===== src/inc/ccf_pkg.sv =====
// Constants for the controller capability field bank: register indexes,
// field positions, reset values and the fused command encoding.
// Assumes a 32-bit APB register bus, one field per aligned word.

package ccf_pkg;

    // ------------------------------------------------------------------
    // Bus geometry
    // ------------------------------------------------------------------
    localparam int ADDR_W = 13;
    localparam int IDX_W = 11;
    localparam int DATA_W = 32;
    localparam logic [1:0] WORD_ALIGN = 2'h0;

    // ------------------------------------------------------------------
    // Register indexes (byte address is four times the index)
    // ------------------------------------------------------------------
    localparam logic [IDX_W-1:0] IDX_CES = 11'h201;
    localparam logic [IDX_W-1:0] IDX_RSV_LO = 11'h202;
    localparam logic [IDX_W-1:0] IDX_RSV_HI = 11'h203;
    localparam logic [IDX_W-1:0] IDX_NSC = 11'h204;
    localparam logic [IDX_W-1:0] IDX_OCS = 11'h208;
    localparam logic [IDX_W-1:0] IDX_FOS = 11'h20a;
    localparam logic [IDX_W-1:0] IDX_FMA = 11'h20c;
    localparam logic [IDX_W-1:0] IDX_CTRL = 11'h400;
    localparam logic [IDX_W-1:0] IDX_STAT = 11'h401;

    // ------------------------------------------------------------------
    // Field layout
    // ------------------------------------------------------------------
    localparam int CES_MAX_LSB = 4;
    localparam logic [3:0] CES_REQ = 4'h4;
    localparam logic [3:0] CES_MAX_REC = 4'h4;
    localparam int OCS_CMP_BIT = 0;
    localparam int OCS_WUNC_BIT = 1;
    localparam int OCS_DSM_BIT = 2;
    localparam int FOS_CW_BIT = 0;
    localparam int FMA_FMT_ALL_BIT = 0;
    localparam int FMA_ERASE_ALL_BIT = 1;
    localparam int FMA_CRYPTO_BIT = 2;
    localparam int CTRL_LOCK_BIT = 0;
    localparam int STAT_FUSE_ERR_BIT = 0;
    localparam int STAT_SCOPE_ALL_BIT = 1;
    localparam int STAT_NSID_BAD_BIT = 2;

    // ------------------------------------------------------------------
    // Reset values and namespace numbering
    // ------------------------------------------------------------------
    localparam logic [31:0] NSC_RST = 32'h0000_0001;
    localparam logic [31:0] NSID_FIRST = 32'h0000_0001;
    localparam logic [31:0] NSID_NONE = 32'h0000_0000;
    localparam logic [DATA_W-1:0] WORD_ZERO = 32'h0000_0000;

    // ------------------------------------------------------------------
    // Fused command encoding and register selector
    // ------------------------------------------------------------------
    localparam logic [1:0] FUSE_NONE = 2'h0;
    localparam logic [1:0] FUSE_FIRST = 2'h1;
    localparam logic [1:0] FUSE_SECOND = 2'h2;

    typedef enum logic [3:0] {
        REG_NONE, REG_CES, REG_RSV, REG_NSC, REG_OCS,
        REG_FOS, REG_FMA, REG_CTRL, REG_STAT
    } ccf_reg_t;

endpackage : ccf_pkg


===== src/hdl/ccf_fuse_chk.sv =====
// Fused compare-and-write sequence checker.
// Assumes commands arrive on the controller clock, one per valid cycle.

`timescale 1ns/1ps

module ccf_fuse_chk
    import ccf_pkg::*;
#(
    parameter int OPC_W = 8,
    parameter logic [OPC_W-1:0] OPC_COMPARE = 8'h05,
    parameter logic [OPC_W-1:0] OPC_WRITE = 8'h01
)
(
    // Clock and reset
    input wire logic clk,
    input wire logic rst_n,
    // Capability
    input wire logic fuse_en,
    // Command stream
    input wire logic cmd_valid,
    input wire logic [OPC_W-1:0] cmd_opcode,
    input wire logic [1:0] cmd_fuse,
    // Verdicts
    output logic pair_ok,
    output logic seq_err,
    output logic pair_open
);

    typedef enum logic {FS_IDLE, FS_OPEN} ccf_fs_t;

    typedef struct packed {
        ccf_fs_t st;
        logic ok;
        logic err;
    } ccf_fuse_st_t;

    ccf_fuse_st_t r;
    ccf_fuse_st_t nxt;

    // ------------------------------------------------------------------
    // Sequence tracking
    // ------------------------------------------------------------------
    // A broken pair is dropped whole; the second half never runs alone
    always_comb
    begin
        nxt = r;
        nxt.ok = 1'b0;
        nxt.err = 1'b0;
        if (cmd_valid)
        begin
            unique case (r.st)
                FS_IDLE:
                begin
                    if (cmd_fuse == FUSE_FIRST)
                    begin
                        if (fuse_en && cmd_opcode == OPC_COMPARE)
                            nxt.st = FS_OPEN;
                        else
                            nxt.err = 1'b1;
                    end
                    else if (cmd_fuse != FUSE_NONE)
                        nxt.err = 1'b1;
                end
                FS_OPEN:
                begin
                    nxt.st = FS_IDLE;
                    if (cmd_fuse == FUSE_SECOND && cmd_opcode == OPC_WRITE)
                        nxt.ok = 1'b1;
                    else
                        nxt.err = 1'b1;
                end
            endcase
        end
    end

    always_ff @(posedge clk or negedge rst_n)
    begin
        if (!rst_n)
            r <= '{st: FS_IDLE, ok: 1'b0, err: 1'b0};
        else
            r <= nxt;
    end

    assign pair_ok = r.ok;
    assign seq_err = r.err;
    assign pair_open = (r.st == FS_OPEN);
endmodule : ccf_fuse_chk


===== src/hdl/ccf_id_regs.sv =====
// Controller capability field bank: completion entry size, namespace
// count, optional command and fused support, format attributes.
// Assumes an APB master on MCLK and command/format requests from logic
// on the same clock.

`timescale 1ns/1ps

// Summary of operation
// - Upper nibble of byte 513 is maximum completion size, never below required.
// - Maximum completion entry size exponent recommended as 4, sixteen bytes.
// - Lower nibble of byte 513 is required completion size, fixed at 4.
// - Bytes 516 to 519 report the namespace count as 32 bits.
// - Namespaces are numbered 1 to count with no gaps.
// - Optional command field: bit2 dataset management, bit1 write-uncorrectable, bit0 compare.
// - Fused field bit 0 reports compare-then-write support, other bits zero.
// - In a fused pair compare must come first.
// - Format attributes bit 2 reports cryptographic erase support.
// - Format attributes bit 1 makes secure erase reach all namespaces.
// - Format attributes bit 0 makes format reach all namespaces alike.
module ccf_id_regs
    import ccf_pkg::*;
#(
    parameter logic [3:0] CES_MAX = CES_MAX_REC,
    parameter logic [31:0] NSC_DEFAULT = NSC_RST,
    parameter bit SUP_COMPARE = 1'b1,
    parameter bit SUP_WRITE_UNC = 1'b1,
    parameter bit SUP_DSM = 1'b1,
    parameter bit SUP_FUSED_CW = 1'b1,
    parameter bit FMA_CRYPTO = 1'b0,
    parameter bit FMA_ERASE_ALL = 1'b1,
    parameter bit FMA_FMT_ALL = 1'b0
)
(
    // Clock and reset
    input wire logic MCLK,
    input wire logic RST_N,
    // APB slave
    input wire logic PSEL,
    input wire logic PENABLE,
    input wire logic PWRITE,
    input wire logic [ADDR_W-1:0] PADDR,
    input wire logic [DATA_W-1:0] PWDATA,
    output logic [DATA_W-1:0] PRDATA,
    output logic PREADY,
    output logic PSLVERR,
    // Command stream
    input wire logic CMD_VALID,
    input wire logic [7:0] CMD_OPCODE,
    input wire logic [1:0] CMD_FUSE,
    output logic FUSE_OK,
    output logic FUSE_ERR,
    output logic FUSE_OPEN,
    // Format request
    input wire logic FMT_REQ,
    input wire logic [31:0] FMT_NSID,
    input wire logic FMT_SECURE,
    output logic FMT_ACK,
    output logic FMT_ALL,
    output logic FMT_BAD,
    output logic [31:0] FMT_FIRST,
    output logic [31:0] FMT_LAST
);

    // ------------------------------------------------------------------
    // Constant capability words
    // ------------------------------------------------------------------
    // The maximum is clamped so a bad parameter cannot undercut the minimum
    localparam logic [3:0] CES_MAX_EFF = (CES_MAX < CES_REQ) ? CES_REQ : CES_MAX;
    localparam logic [7:0] CES_BYTE = {CES_MAX_EFF, CES_REQ};

    typedef struct packed {
        logic [DATA_W-1:0] prdata;
        logic pslverr;
        logic [31:0] nsc;
        logic lock;
        logic fuse_err_st;
        logic scope_all_st;
        logic bad_st;
        logic fmt_ack;
        logic fmt_all;
        logic fmt_bad;
        logic [31:0] fmt_first;
        logic [31:0] fmt_last;
    } ccf_state_t;

    ccf_state_t r;
    ccf_state_t nxt;
    logic [15:0] ocs_word;
    logic [15:0] fos_word;
    logic [7:0] fma_byte;
    logic fuse_ok;
    logic fuse_err;
    logic fuse_open;
    logic setup;
    logic access;
    ccf_reg_t sel_reg;
    logic fmt_scope_all;
    logic fmt_nsid_bad;

    // Reserved bits are tied low in every capability word
    always_comb
    begin
        ocs_word = 16'h0000;
        ocs_word[OCS_DSM_BIT] = SUP_DSM;
        ocs_word[OCS_WUNC_BIT] = SUP_WRITE_UNC;
        ocs_word[OCS_CMP_BIT] = SUP_COMPARE;
        fos_word = 16'h0000;
        fos_word[FOS_CW_BIT] = SUP_FUSED_CW;
        fma_byte = 8'h00;
        fma_byte[FMA_CRYPTO_BIT] = FMA_CRYPTO;
        fma_byte[FMA_ERASE_ALL_BIT] = FMA_ERASE_ALL;
        fma_byte[FMA_FMT_ALL_BIT] = FMA_FMT_ALL;
    end

    // ------------------------------------------------------------------
    // Address decode
    // ------------------------------------------------------------------
    // Misaligned addresses decode to nothing and are answered with an error
    function automatic ccf_reg_t decode(input logic [ADDR_W-1:0] addr);
        logic [IDX_W-1:0] idx;
        idx = addr[ADDR_W-1:2];
        decode = REG_NONE;
        if (addr[1:0] == WORD_ALIGN)
        begin
            unique case (idx)
                IDX_CES: decode = REG_CES;
                IDX_RSV_LO, IDX_RSV_HI: decode = REG_RSV;
                IDX_NSC: decode = REG_NSC;
                IDX_OCS: decode = REG_OCS;
                IDX_FOS: decode = REG_FOS;
                IDX_FMA: decode = REG_FMA;
                IDX_CTRL: decode = REG_CTRL;
                IDX_STAT: decode = REG_STAT;
                default: decode = REG_NONE;
            endcase
        end
    endfunction : decode

    function automatic logic [DATA_W-1:0] read_word(input ccf_reg_t sel, input ccf_state_t s);
        read_word = WORD_ZERO;
        unique case (sel)
            REG_CES: read_word[7:0] = CES_BYTE;
            REG_RSV: read_word = WORD_ZERO;
            REG_NSC: read_word = s.nsc;
            REG_OCS: read_word[15:0] = ocs_word;
            REG_FOS: read_word[15:0] = fos_word;
            REG_FMA: read_word[7:0] = fma_byte;
            REG_CTRL: read_word[CTRL_LOCK_BIT] = s.lock;
            REG_STAT:
            begin
                read_word[STAT_FUSE_ERR_BIT] = s.fuse_err_st;
                read_word[STAT_SCOPE_ALL_BIT] = s.scope_all_st;
                read_word[STAT_NSID_BAD_BIT] = s.bad_st;
            end
            REG_NONE: read_word = WORD_ZERO;
        endcase
    endfunction : read_word

    assign setup = PSEL && !PENABLE;
    assign access = PSEL && PENABLE;
    assign sel_reg = decode(PADDR);

    // ------------------------------------------------------------------
    // Fused pair checker
    // ------------------------------------------------------------------
    ccf_fuse_chk #(
        .OPC_W(8)
    ) u_fuse (
        .clk(MCLK),
        .rst_n(RST_N),
        .fuse_en(SUP_FUSED_CW),
        .cmd_valid(CMD_VALID),
        .cmd_opcode(CMD_OPCODE),
        .cmd_fuse(CMD_FUSE),
        .pair_ok(fuse_ok),
        .seq_err(fuse_err),
        .pair_open(fuse_open)
    );

    // ------------------------------------------------------------------
    // Format scope
    // ------------------------------------------------------------------
    // Secure erase widens to all namespaces when erase-all or format-all is set
    assign fmt_scope_all = FMA_FMT_ALL || (FMT_SECURE && FMA_ERASE_ALL);
    assign fmt_nsid_bad = (FMT_NSID < NSID_FIRST) || (FMT_NSID > r.nsc);

    // ------------------------------------------------------------------
    // Next state
    // ------------------------------------------------------------------
    always_comb
    begin
        nxt = r;
        nxt.fmt_ack = 1'b0;
        // Read data is taken in setup so the access phase needs no wait
        if (setup)
        begin
            nxt.prdata = PWRITE ? WORD_ZERO : read_word(sel_reg, r);
            nxt.pslverr = (sel_reg == REG_NONE) ||
                          (PWRITE && !(sel_reg == REG_CTRL || sel_reg == REG_STAT ||
                                       (sel_reg == REG_NSC && !r.lock)));
        end
        // Writes land at the access edge, never twice
        if (access && PWRITE && !r.pslverr)
        begin
            unique case (sel_reg)
                REG_NSC: nxt.nsc = PWDATA;
                REG_CTRL: nxt.lock = r.lock || PWDATA[CTRL_LOCK_BIT];
                REG_STAT:
                begin
                    if (PWDATA[STAT_FUSE_ERR_BIT])
                        nxt.fuse_err_st = 1'b0;
                    if (PWDATA[STAT_NSID_BAD_BIT])
                        nxt.bad_st = 1'b0;
                end
                default: nxt.nsc = r.nsc;
            endcase
        end
        // Hardware events override a clear in the same cycle
        if (fuse_err)
            nxt.fuse_err_st = 1'b1;
        if (FMT_REQ)
        begin
            nxt.fmt_ack = 1'b1;
            nxt.fmt_bad = fmt_nsid_bad;
            nxt.fmt_all = fmt_scope_all && !fmt_nsid_bad;
            nxt.scope_all_st = fmt_scope_all;
            if (fmt_nsid_bad)
            begin
                nxt.bad_st = 1'b1;
                nxt.fmt_first = NSID_NONE;
                nxt.fmt_last = NSID_NONE;
            end
            else if (fmt_scope_all)
            begin
                nxt.fmt_first = NSID_FIRST;
                nxt.fmt_last = r.nsc;
            end
            else
            begin
                nxt.fmt_first = FMT_NSID;
                nxt.fmt_last = FMT_NSID;
            end
        end
    end

    always_ff @(posedge MCLK or negedge RST_N)
    begin
        if (!RST_N)
        begin
            r <= '0;
            r.nsc <= NSC_DEFAULT;
        end
        else
            r <= nxt;
    end

    // ------------------------------------------------------------------
    // Outputs
    // ------------------------------------------------------------------
    assign PREADY = 1'b1; // Zero wait states
    assign PRDATA = r.prdata;
    assign PSLVERR = r.pslverr && access;
    assign FUSE_OK = fuse_ok;
    assign FUSE_ERR = fuse_err;
    assign FUSE_OPEN = fuse_open;
    assign FMT_ACK = r.fmt_ack;
    assign FMT_ALL = r.fmt_all;
    assign FMT_BAD = r.fmt_bad;
    assign FMT_FIRST = r.fmt_first;
    assign FMT_LAST = r.fmt_last;
endmodule : ccf_id_regs


===== config.mk =====
export PLATFORM = sky130hd
export DESIGN_NAME = ccf_id_regs
export DESIGN_NICKNAME = d
export VERILOG_FILES = /design/src/inc/ccf_pkg.sv /design/src/hdl/ccf_fuse_chk.sv /design/src/hdl/ccf_id_regs.sv
export SDC_FILE = /design/constraint.sdc
export NUM_CORES = 1
export LEC_CHECK = 0
export BUFFER_PORTS_ARGS = -buffer_cell sky130_fd_sc_hd__buf_2
export CAP_MARGIN = 10
export CORE_UTILIZATION = 45
export CTS_CLUSTER_SIZE = 8
export DETAILED_ROUTE_END_ITERATION = 10
export GPL_ROUTABILITY_DRIVEN = 0
export PLACE_DENSITY = 0.74
export SETUP_SLACK_MARGIN = 0.1
export SLEW_MARGIN = 15
export SYNTH_ARGS = -nofsm -noshare
export SYNTH_HDL_FRONTEND = slang
export SYNTH_SLANG_ARGS = --single-unit

===== constraint.sdc =====
create_clock -name MCLK -period 3.1 [get_ports MCLK]
set_input_delay 0.155 -clock MCLK [delete_from_list [all_inputs] [get_ports MCLK]]
set_output_delay 0.155 -clock MCLK [all_outputs]
set_load 0.01 [all_outputs]

* Word-level counts from Yosys, hierarchy flattened *
Cells that the tools add are included.

storage, ports and cells
  bits in registers = 139
  latch bits = 0
  bits in writable memories = 0
  bits in read-only memories = 0
  input port bits = 95
  output and inout port bits = 104
  word-level logic and storage cells = 100
  memories kept = 0

cells by class
  add/subtract/negate cells = 0
  $mul = 0
  divide/modulo/power cells = 0
  order comparisons = 2
  equality and inequality tests = 21
  shift operators = 0
  muxes and demuxes = 30
  bitwise logic cells = 1
  reduce and logical (&&, ||, !) cells = 31

operators by type and width
  operator                                             count
  two-way mux 64 bit                                   2
  == test 11 x 10 -> 1 bit, second input constant      7
  two-way mux 68 bit                                   1
  > comparator 32 bit                                  1
  < comparator 32 x 1 -> 1 bit, second input constant  1
  two-way mux 32 bit                                   1
  case mux 4 bit (8 select lines)                      1
  == test 11 bit, second input constant                2
  == test 4 x 3 -> 1 bit, second input constant        4
  two-way mux 1 bit                                    16
  two-way mux 16 bit                                   1
  case mux 2 bit (5 select lines)                      1
  case mux 5 bit (2 select lines)                      1
  logical AND 1 bit                                    9
  == test 4 x 2 -> 1 bit, second input constant        2
  == test 8 x 1 -> 1 bit, second input constant        1
  == test 8 x 3 -> 1 bit, second input constant        1
  two-way mux 8 bit                                    1
  nonzero test 2 bit                                   4
  logical NOT 1 bit                                    5
  logical OR 1 bit                                     5
  case mux 1 bit (5 select lines)                      1
  == test 4 x 1 -> 1 bit, second input constant        1
  == test 4 bit, second input constant                 1
  other kinds (12)                                     15

* Depth between registers and ports, before layout *
Gate-level depths: netlist of the first run.

  depth in word-level cells = 10
  gate-level depth with buffers = 10
  mapped depth without buffers = 8

* By module *
A second synthesis of the first run with hierarchy kept.

second synthesis, totals
  cell total of the unflattened synthesis = 747
  area, all modules = 7746.2 um^2

modules (own cells, without submodules)
  module        instances  cells each  area each (um^2)
  ccf_id_regs   1          733         7572.3
  ccf_fuse_chk  1          14          173.9

* Least setup slack after synthesis of the first run *
OpenSTA, ideal clock, no wires.

  path type = register to register
  from = reg r[101] in the netlist's numbering
  to = reg r, in the netlist FMT_BAD
  setup time = 0.125 ns
  arrival time = 2.356 ns
  required time = 2.975 ns
  path slack = 0.620 ns
  stages on the path, launching flop included = 10
  period minus slack after synthesis = 2.480 ns
  cell sequence = dfrtp_1 > inv_1 > ha_1 > nand4_1 > or4_1 > o21bai_1 > o22ai_1 > a311o_1 > clkbuf_1 > mux2_2

between the ends
  word-level cells in the longest chain between the ends = 2

RTL lines
  element                 line                RTL
  start, declared         ccf_id_regs.sv:86   ccf_state_t r;
  start signal, assigned  ccf_id_regs.sv:254  r <= nxt;
  > comparator 32 bit     ccf_id_regs.sv:185  assign fmt_nsid_bad = (FMT_NSID < NSID_FIRST) || (FMT_NSID > r.nsc);
  logical OR 1 bit        ccf_id_regs.sv:185

Every way passes these cells.
A chain may end at the register's enable or synchronous reset.

* Final worst setup path of the first run *
  from = reg r[84] in the netlist's numbering
  to = reg r, in the netlist FMT_FIRST[21]

between the ends
  word-level cells in the longest chain between the ends = 3

RTL lines
  element              line                RTL
  > comparator 32 bit  ccf_id_regs.sv:185
  logical OR 1 bit     ccf_id_regs.sv:185
  two-way mux 64 bit   ccf_id_regs.sv:227  if (fmt_nsid_bad)

Every way passes these cells.

==> impl_metrics.env, run 1 <==
export IMPL_core_area_um2=16600
export IMPL_max_freq_ghz=0.349
export IMPL_r2r_cells=9
export IMPL_max_cap_viol_count=0
export IMPL_postSynthAreaPerCell_um2=9.93
export IMPL_synth_cell_type_count=55
export IMPL_status="completed"
export IMPL_drive_above_1_share_pct=36.0
export IMPL_async_reset_ff_share_pct=100
export IMPL_hp_class="input pin to register"
export IMPL_htreeDepth=4
export IMPL_first_pass_iters=5
export IMPL_pin_count=199
export IMPL_rsz0062_at_grt="no"
export IMPL_synthesis_area_um2=7720
export IMPL_period_needed_ns=2.86
export IMPL_hold_depth=3
export IMPL_cts_max_path_buffers=2
export IMPL_cts_clk_slew_worst_paths_ns=0.06
export IMPL_postRouteAntennaNets=0
export IMPL_ys_seq_area_share_pct=45.1
export IMPL_vias=6052
export IMPL_worst_slew_pin_slew_ns=1.03
export IMPL_antenna_found_initial=0
export IMPL_fin_setup_tns_ns=0
export IMPL_setup_viol=0
export IMPL_drt_iter0_drc=356
export IMPL_hpwl_mm=13.4
export IMPL_cts_tree="yes"
export IMPL_clock_skew_ns=0.0129
export IMPL_crit_type="register to register"
export IMPL_grt_overflow_total=0
export IMPL_grt_use_met1_pct=31.0
export IMPL_top_usage_layer="met2"
export IMPL_hold_viol=0
export IMPL_fin_crit_sh_pct=92.3
export IMPL_hold_start="FMT_NSID[27]"
export IMPL_r2r_slack_ns=0.24
export IMPL_use_met2_pct=37.0
export IMPL_die_w_um=133
export IMPL_cp_required_ns=3.42
export IMPL_synth_warnings=0
export IMPL_layout_nets=1044
export IMPL_cts_sinks=139
export IMPL_syn_to_final_growth_pct=19.9
export IMPL_relSlewSlack_pct=31.4
export IMPL_fp_row_count=47
export IMPL_cp_start_kind="register"
export IMPL_slew_viol_final=0
export IMPL_wire_per_inst_um=17.2
export IMPL_synth_net_count=905
export IMPL_layout_setup_ws_ns=0.238
export IMPL_initial_core_util_pct=46.4
export IMPL_p_leak_nw=4.54
export IMPL_insertion_delay_ns=0.42
export IMPL_root_buffer="clkbuf_16"
export IMPL_ys_ff_latch=139
export IMPL_grt_max_degree=104
export IMPL_port_buffers=197
export IMPL_grt_usage_pct=23.2
export IMPL_r2r_end="FMT_FIRST[21]"
export IMPL_crit_arrival_ns=3.18
export IMPL_ir_drop_uv=376
export IMPL_die_area_um2=17700
export IMPL_grt_pass1_wl_mm=31.6
export IMPL_syn_inst=778
export IMPL_timing_rr_start="r[84]"
export IMPL_min_to="FMT_FIRST[27]"
export IMPL_synth_top_flop_cell="dfrtp_1"
export IMPL_p_per_area_nw_per_um2=491
export IMPL_grtUsageMet3_pct=5.94
export IMPL_routed_wl_mm=19.8
export IMPL_synth_edf_count=0
export IMPL_die_height_um=133
export IMPL_routed_via_density=5.27
export IMPL_dpl_worst_slack_ns=0.114
export IMPL_antenna_cells=0
export IMPL_drc=0
export IMPL_cp_max_fo=24
export IMPL_cp_end_kind="register"
export IMPL_grt_pass1_vias=5934
export IMPL_cts_made_buffers=17
per-stage QoR:
stage                     hold WS (ns)  std cells  instance area (um2)  util [%]  power, mW
after global routing           0.00380       1148                 9260      55.6       4.71
final                           0.0158       1148                 9260      55.6       4.55
after CTS                     0.000384       1148                 9260      55.6       4.58
after detailed placement         0.289       1075                 8210      49.3       2.37
after floorplan                 -0.141        778                 7720         -       2.19
after global placement           0.283       1075                 8210      49.3       2.37
layout by cell type, fill, tap and decap left out, types with 3 or more instances in the layout:
cell	n
a22o_2	20
o211ai_1	4
nand3_1	11
buf_2	195
o21ai_0	8
nand2_1	80
inv_1	106
or4_1	3
nand4_1	12
a31oi_1	3
a21o_1	5
a21oi_1	12
buf_4	15
bufinv_16	4
clkinvlp_4	3
ha_1	32
dfrtp_1	138
clkbuf_16	17
nor3_1	6
mux2_2	63
nor4_1	11
a22o_1	12
o22ai_1	67
nor2_1	9
dlygate4sd3_1	40
and3_1	3
final cells by class:
| type | count | area (um2) |
|---|---|---|
| timing repair buffer | 251 | 1500 |
| clock inverter | 11 | 170 |
| clock buffer | 19 | 453 |
| sequential | 139 | 3480 |
| inverter | 106 | 398 |
| tap | 220 | 275 |
| multi-input combinational | 402 | 2980 |
| fill | 1477 | 7380 |
what timing repair did:
action                                  CTS  global route
gates resized for setup                   0             1
pin swaps                                 1             0
setup buffers                             2             0
endpoints found under the hold margin   124             0
endpoints found under the setup margin    6            16
cloned                                    1             0
hold buffers                             40             0
sequential cells by signal, indices dropped and copies added (netlist names):
signal and cells:
FMT_ACK 1, FMT_BAD 1, u_fuse.seq_err 1, u_fuse.pair_open 1
r 37, FMT_FIRST 32, u_fuse.pair_ok 1, FMT_ALL 1
PRDATA 32, FMT_LAST 32
cells by family after synthesis:
group	synth area share [%]
AOI/OAI and AO/OA	13.5
and+or+nand+nor	10.2
xor gates and xnor gates	0.113
buffers and inverters	16.6
muxes	9.33
adders and majority gates	5.18
DFF	45.1
other	0.0486
metal layers:
metal / share of wire (%) / up-vias
met4: 1.4 / 0
met2: 48 / 227
li1: - / 2874
met1: 45 / 2926
met5: 0 / -
met3: 6.2 / 25
synthesized netlist by cell type (3+ instances only):
cell      count  area (um2)
nor3_1        6        30.0
a31oi_1       3        18.8
nor4_1       11        68.8
buf_4        97         728
o21ai_0       8        40.0
and3_1        3        18.8
buf_2         6        30.0
inv_1       106         398
o22ai_1      67         419
nand4_1      12        75.1
a22o_2       20         200
nor2_1        9        33.8
ha_1         32         400
or4_1         4        30.0
nand2_1      80         300
mux2_2       63         709
nand3_1      11        55.1
dfrtp_1     138        3450
a22o_1       12         105
a21oi_1      12        60.1
a21o_1        5        37.5
clkbuf_1     27         101
o211ai_1      4        30.0
power by group:
part	total (mW)	switching [mW]	leakage [nW]	internal (mW)
logic	0.500	0.288	2.35	0.213
clock network	2.16	0.782	0.297	1.38
registers	1.89	0.0249	1.89	1.86
total	4.55	1.09	4.54	3.45
worst max-delay path, stage by stage, from the launching register on:
cell,delay (ns)
dfrtp_1,0.44
inv_1,0.07
ha_1,0.29
nand4_1,0.20
nor3_1,0.11
a21boi_1,0.14
or4_1,0.57
a311o_2,0.50
buf_4,0.25
o22ai_1,0.19
worst max path at each step:
stage / startpoint / to / slack (ns) / depth (start not counted)
global placement: r[85] / FMT_FIRST[16] / 0.19 / 9
global route: r[84] / FMT_BAD / 0.11 / 9
CTS: r[84] / FMT_FIRST[21] / 0.16 / 9
finish: r[84] / FMT_FIRST[21] / 0.24 / 9
floorplan: r[101] / FMT_BAD / 0.62 / 9
detailed placement: r[84] / FMT_FIRST[21] / 0.11 / 9
Power figures use the tool's default switching activity.
==> run 2, diff against run 1 <==
--- a/config.mk
+++ b/config.mk
@@ -7,11 +7,11 @@
 export LEC_CHECK = 0
 export BUFFER_PORTS_ARGS = -buffer_cell sky130_fd_sc_hd__buf_2
 export CAP_MARGIN = 10
-export CORE_UTILIZATION = 45
+export CORE_UTILIZATION = 40
 export CTS_CLUSTER_SIZE = 8
 export DETAILED_ROUTE_END_ITERATION = 10
 export GPL_ROUTABILITY_DRIVEN = 0
-export PLACE_DENSITY = 0.74
+export PLACE_DENSITY = 0.67
 export SETUP_SLACK_MARGIN = 0.1
 export SLEW_MARGIN = 15
 export SYNTH_ARGS = -nofsm -noshare
==> impl_metrics.env, run 2 (synthesized netlist as in run 1, its figures left out) <==
export IMPL_hold_depth=3
export IMPL_slew_viol_final=0
export IMPL_cp_required_ns=3.40
export IMPL_crit_path_max_incr_delay_ns=0.57
export IMPL_fin_crit_sh_pct=91.8
export IMPL_status="completed"
export IMPL_p_sw_share_pct=25.4
export IMPL_cp_max_fo=5
export IMPL_grt_pass1_wl_mm=32.0
export IMPL_cts_max_path_buffers=2
export IMPL_rsz0062_at_grt="no"
export IMPL_final_cell_mix="195 x buf_2, 138 x dfrtp_1, 106 x inv_1"
export IMPL_cts_tree="yes"
export IMPL_final_common_cell="buf_2"
export IMPL_clock_skew_ns=0.0101
export IMPL_cts_sinks=139
export IMPL_layout_nets=1048
export IMPL_hp_class="input pin to register"
export IMPL_port_buffers=197
export IMPL_hold_start="FMT_NSID[10]"
export IMPL_cp_slowest_cell="or4_1"
export IMPL_die_w_um=141
export IMPL_routed_wl_mm=20.7
export IMPL_p_per_area_nw_per_um2=469
export IMPL_worstPathCellList="inv_1 -> ha_1 -> nand4_1 -> or4_1 -> o21bai_1 -> o22ai_2 -> a311o_2 -> clkbuf_4 -> mux2_2"
export IMPL_syn_to_final_growth_pct=20.7
export IMPL_hold_viol=0
export IMPL_period_needed_ns=2.85
export IMPL_first_pass_iters=4
export IMPL_pwr_share_comb_pct=11.9
export IMPL_worst_slew_pin_slew_ns=0.745
export IMPL_grt_max_degree=77
export IMPL_crit_arrival_ns=3.14
export IMPL_ir_drop_uv=365
export IMPL_htreeDepth=4
export IMPL_wire_per_inst_um=17.3
export IMPL_max_freq_ghz=0.351
export IMPL_setup_viol=0
export IMPL_largest_register="r"
export IMPL_insertion_delay_ns=0.42
export IMPL_grt_usage_pct=21.0
export IMPL_hpwl_mm=14.2
export IMPL_max_cap_viol_count=0
export IMPL_drive_above_1_share_pct=36.1
export IMPL_cp_start_kind="register"
export IMPL_r2r_cells=9
export IMPL_cp_end_kind="register"
export IMPL_drc=0
export IMPL_r2r_end="FMT_BAD"
export IMPL_core_area_um2=18800
export IMPL_layout_setup_ws_ns=0.253
export IMPL_switching_power_mw=1.11
export IMPL_drt_iter0_drc=239
export IMPL_timing_rr_start="r[97]"
export IMPL_grt_pass1_vias=5906
export IMPL_die_area_um2=19900
export IMPL_cts_made_buffers=17
export IMPL_p_clk_share_pct=45.1
export IMPL_dpl_worst_slack_ns=0.240
export IMPL_p_leak_nw=4.54
export IMPL_die_height_um=141
export IMPL_crit_type="register to register"
export IMPL_relSlewSlack_pct=49.9
export IMPL_p_int_mw=3.26
export IMPL_vias=6042
export IMPL_pin_count=199
export IMPL_initial_core_util_pct=41.0
export IMPL_antenna_found_initial=0
export IMPL_antenna_cells=0
export IMPL_routed_via_density=5.07
export IMPL_fp_row_count=50
export IMPL_r2r_slack_ns=0.25
export IMPL_root_buffer="clkbuf_16"
export IMPL_grt_overflow_total=0
export IMPL_postRouteAntennaNets=0
export IMPL_largest_reg_flops=37
export IMPL_min_to="FMT_FIRST[10]"
export IMPL_cts_clk_slew_worst_paths_ns=0.06
export IMPL_seq_power_share_pct=43.1
export IMPL_fin_setup_tns_ns=0
==> run 2: worst max-delay path: cells and delay by family, from the launching register on <==
kind,cells,cell delay (ns)
buffers and inverters,2,0.24
and+or+nand+nor,2,0.78
DFF,1,0.37
adders and majority gates,1,0.31
AOI/OAI and AO/OA,3,0.75
muxes,1,0.27
==> run 2: worst max-delay path by stage <==
stage / from / end / slack (ns) / cells past startpoint
after floorplan: r[101] / FMT_BAD / 0.62 / 9
after global placement: r[82] / FMT_FIRST[8] / 0.32 / 9
after detailed placement: r[84] / FMT_LAST[31] / 0.24 / 9
after CTS: r[84] / FMT_LAST[31] / 0.23 / 9
after global routing: r[94] / FMT_BAD / 0.1 / 9
final: r[97] / FMT_BAD / 0.25 / 9
==> run 2: power by group through the flow <==
stage               clock network (mW)  registers (mW)  logic [mW]
finish                            1.97            1.88       0.519
detailed placement                   0            1.92       0.471
floorplan                            0            1.91       0.280
global placement                     0            1.92       0.465
CTS                               2.02            1.88       0.510
global route                      2.10            1.89       0.573
==> run 2: routing by layer <==
layer / global-route usage, % / routed length, um / vias up
met1: 28.1 / 9540 / 2953
met4: 7.15 / 327 / 0
li1: - / - / 2893
met2: 33.8 / 9860 / 173
met3: 4.65 / 926 / 23
met5: 0 / 0 / -
==> run 2: through the flow <==
stage                     total power [mW]  hold WS [ns]  cells  area (um2)  utilization [%]
after floorplan                       2.19        -0.141    778        7720                -
after global placement                2.38         0.239   1117        8300             44.1
after detailed placement              2.39         0.239   1117        8300             44.1
after CTS                             4.41      0.000979   1187        9260             49.2
after global routing                  4.56       0.00982   1192        9320             49.5
final                                 4.37        0.0194   1192        9320             49.5
==> run 2: cell type report <==
class,count,area [um2]
tap,260,325
sequential,139,3480
multi-input combinational,402,2990
clock buffer,20,437
timing repair buffer,255,1570
inverter,106,398
clock inverter,10,123
fill,1784,9510
==> run 2: repair_timing <==
action,in CTS,in global routing
gates resized for setup,0,2
buffers inserted,0,4
hold endpoints to repair,113,0
hold buffers,40,0
endpoints found under the setup margin,0,51
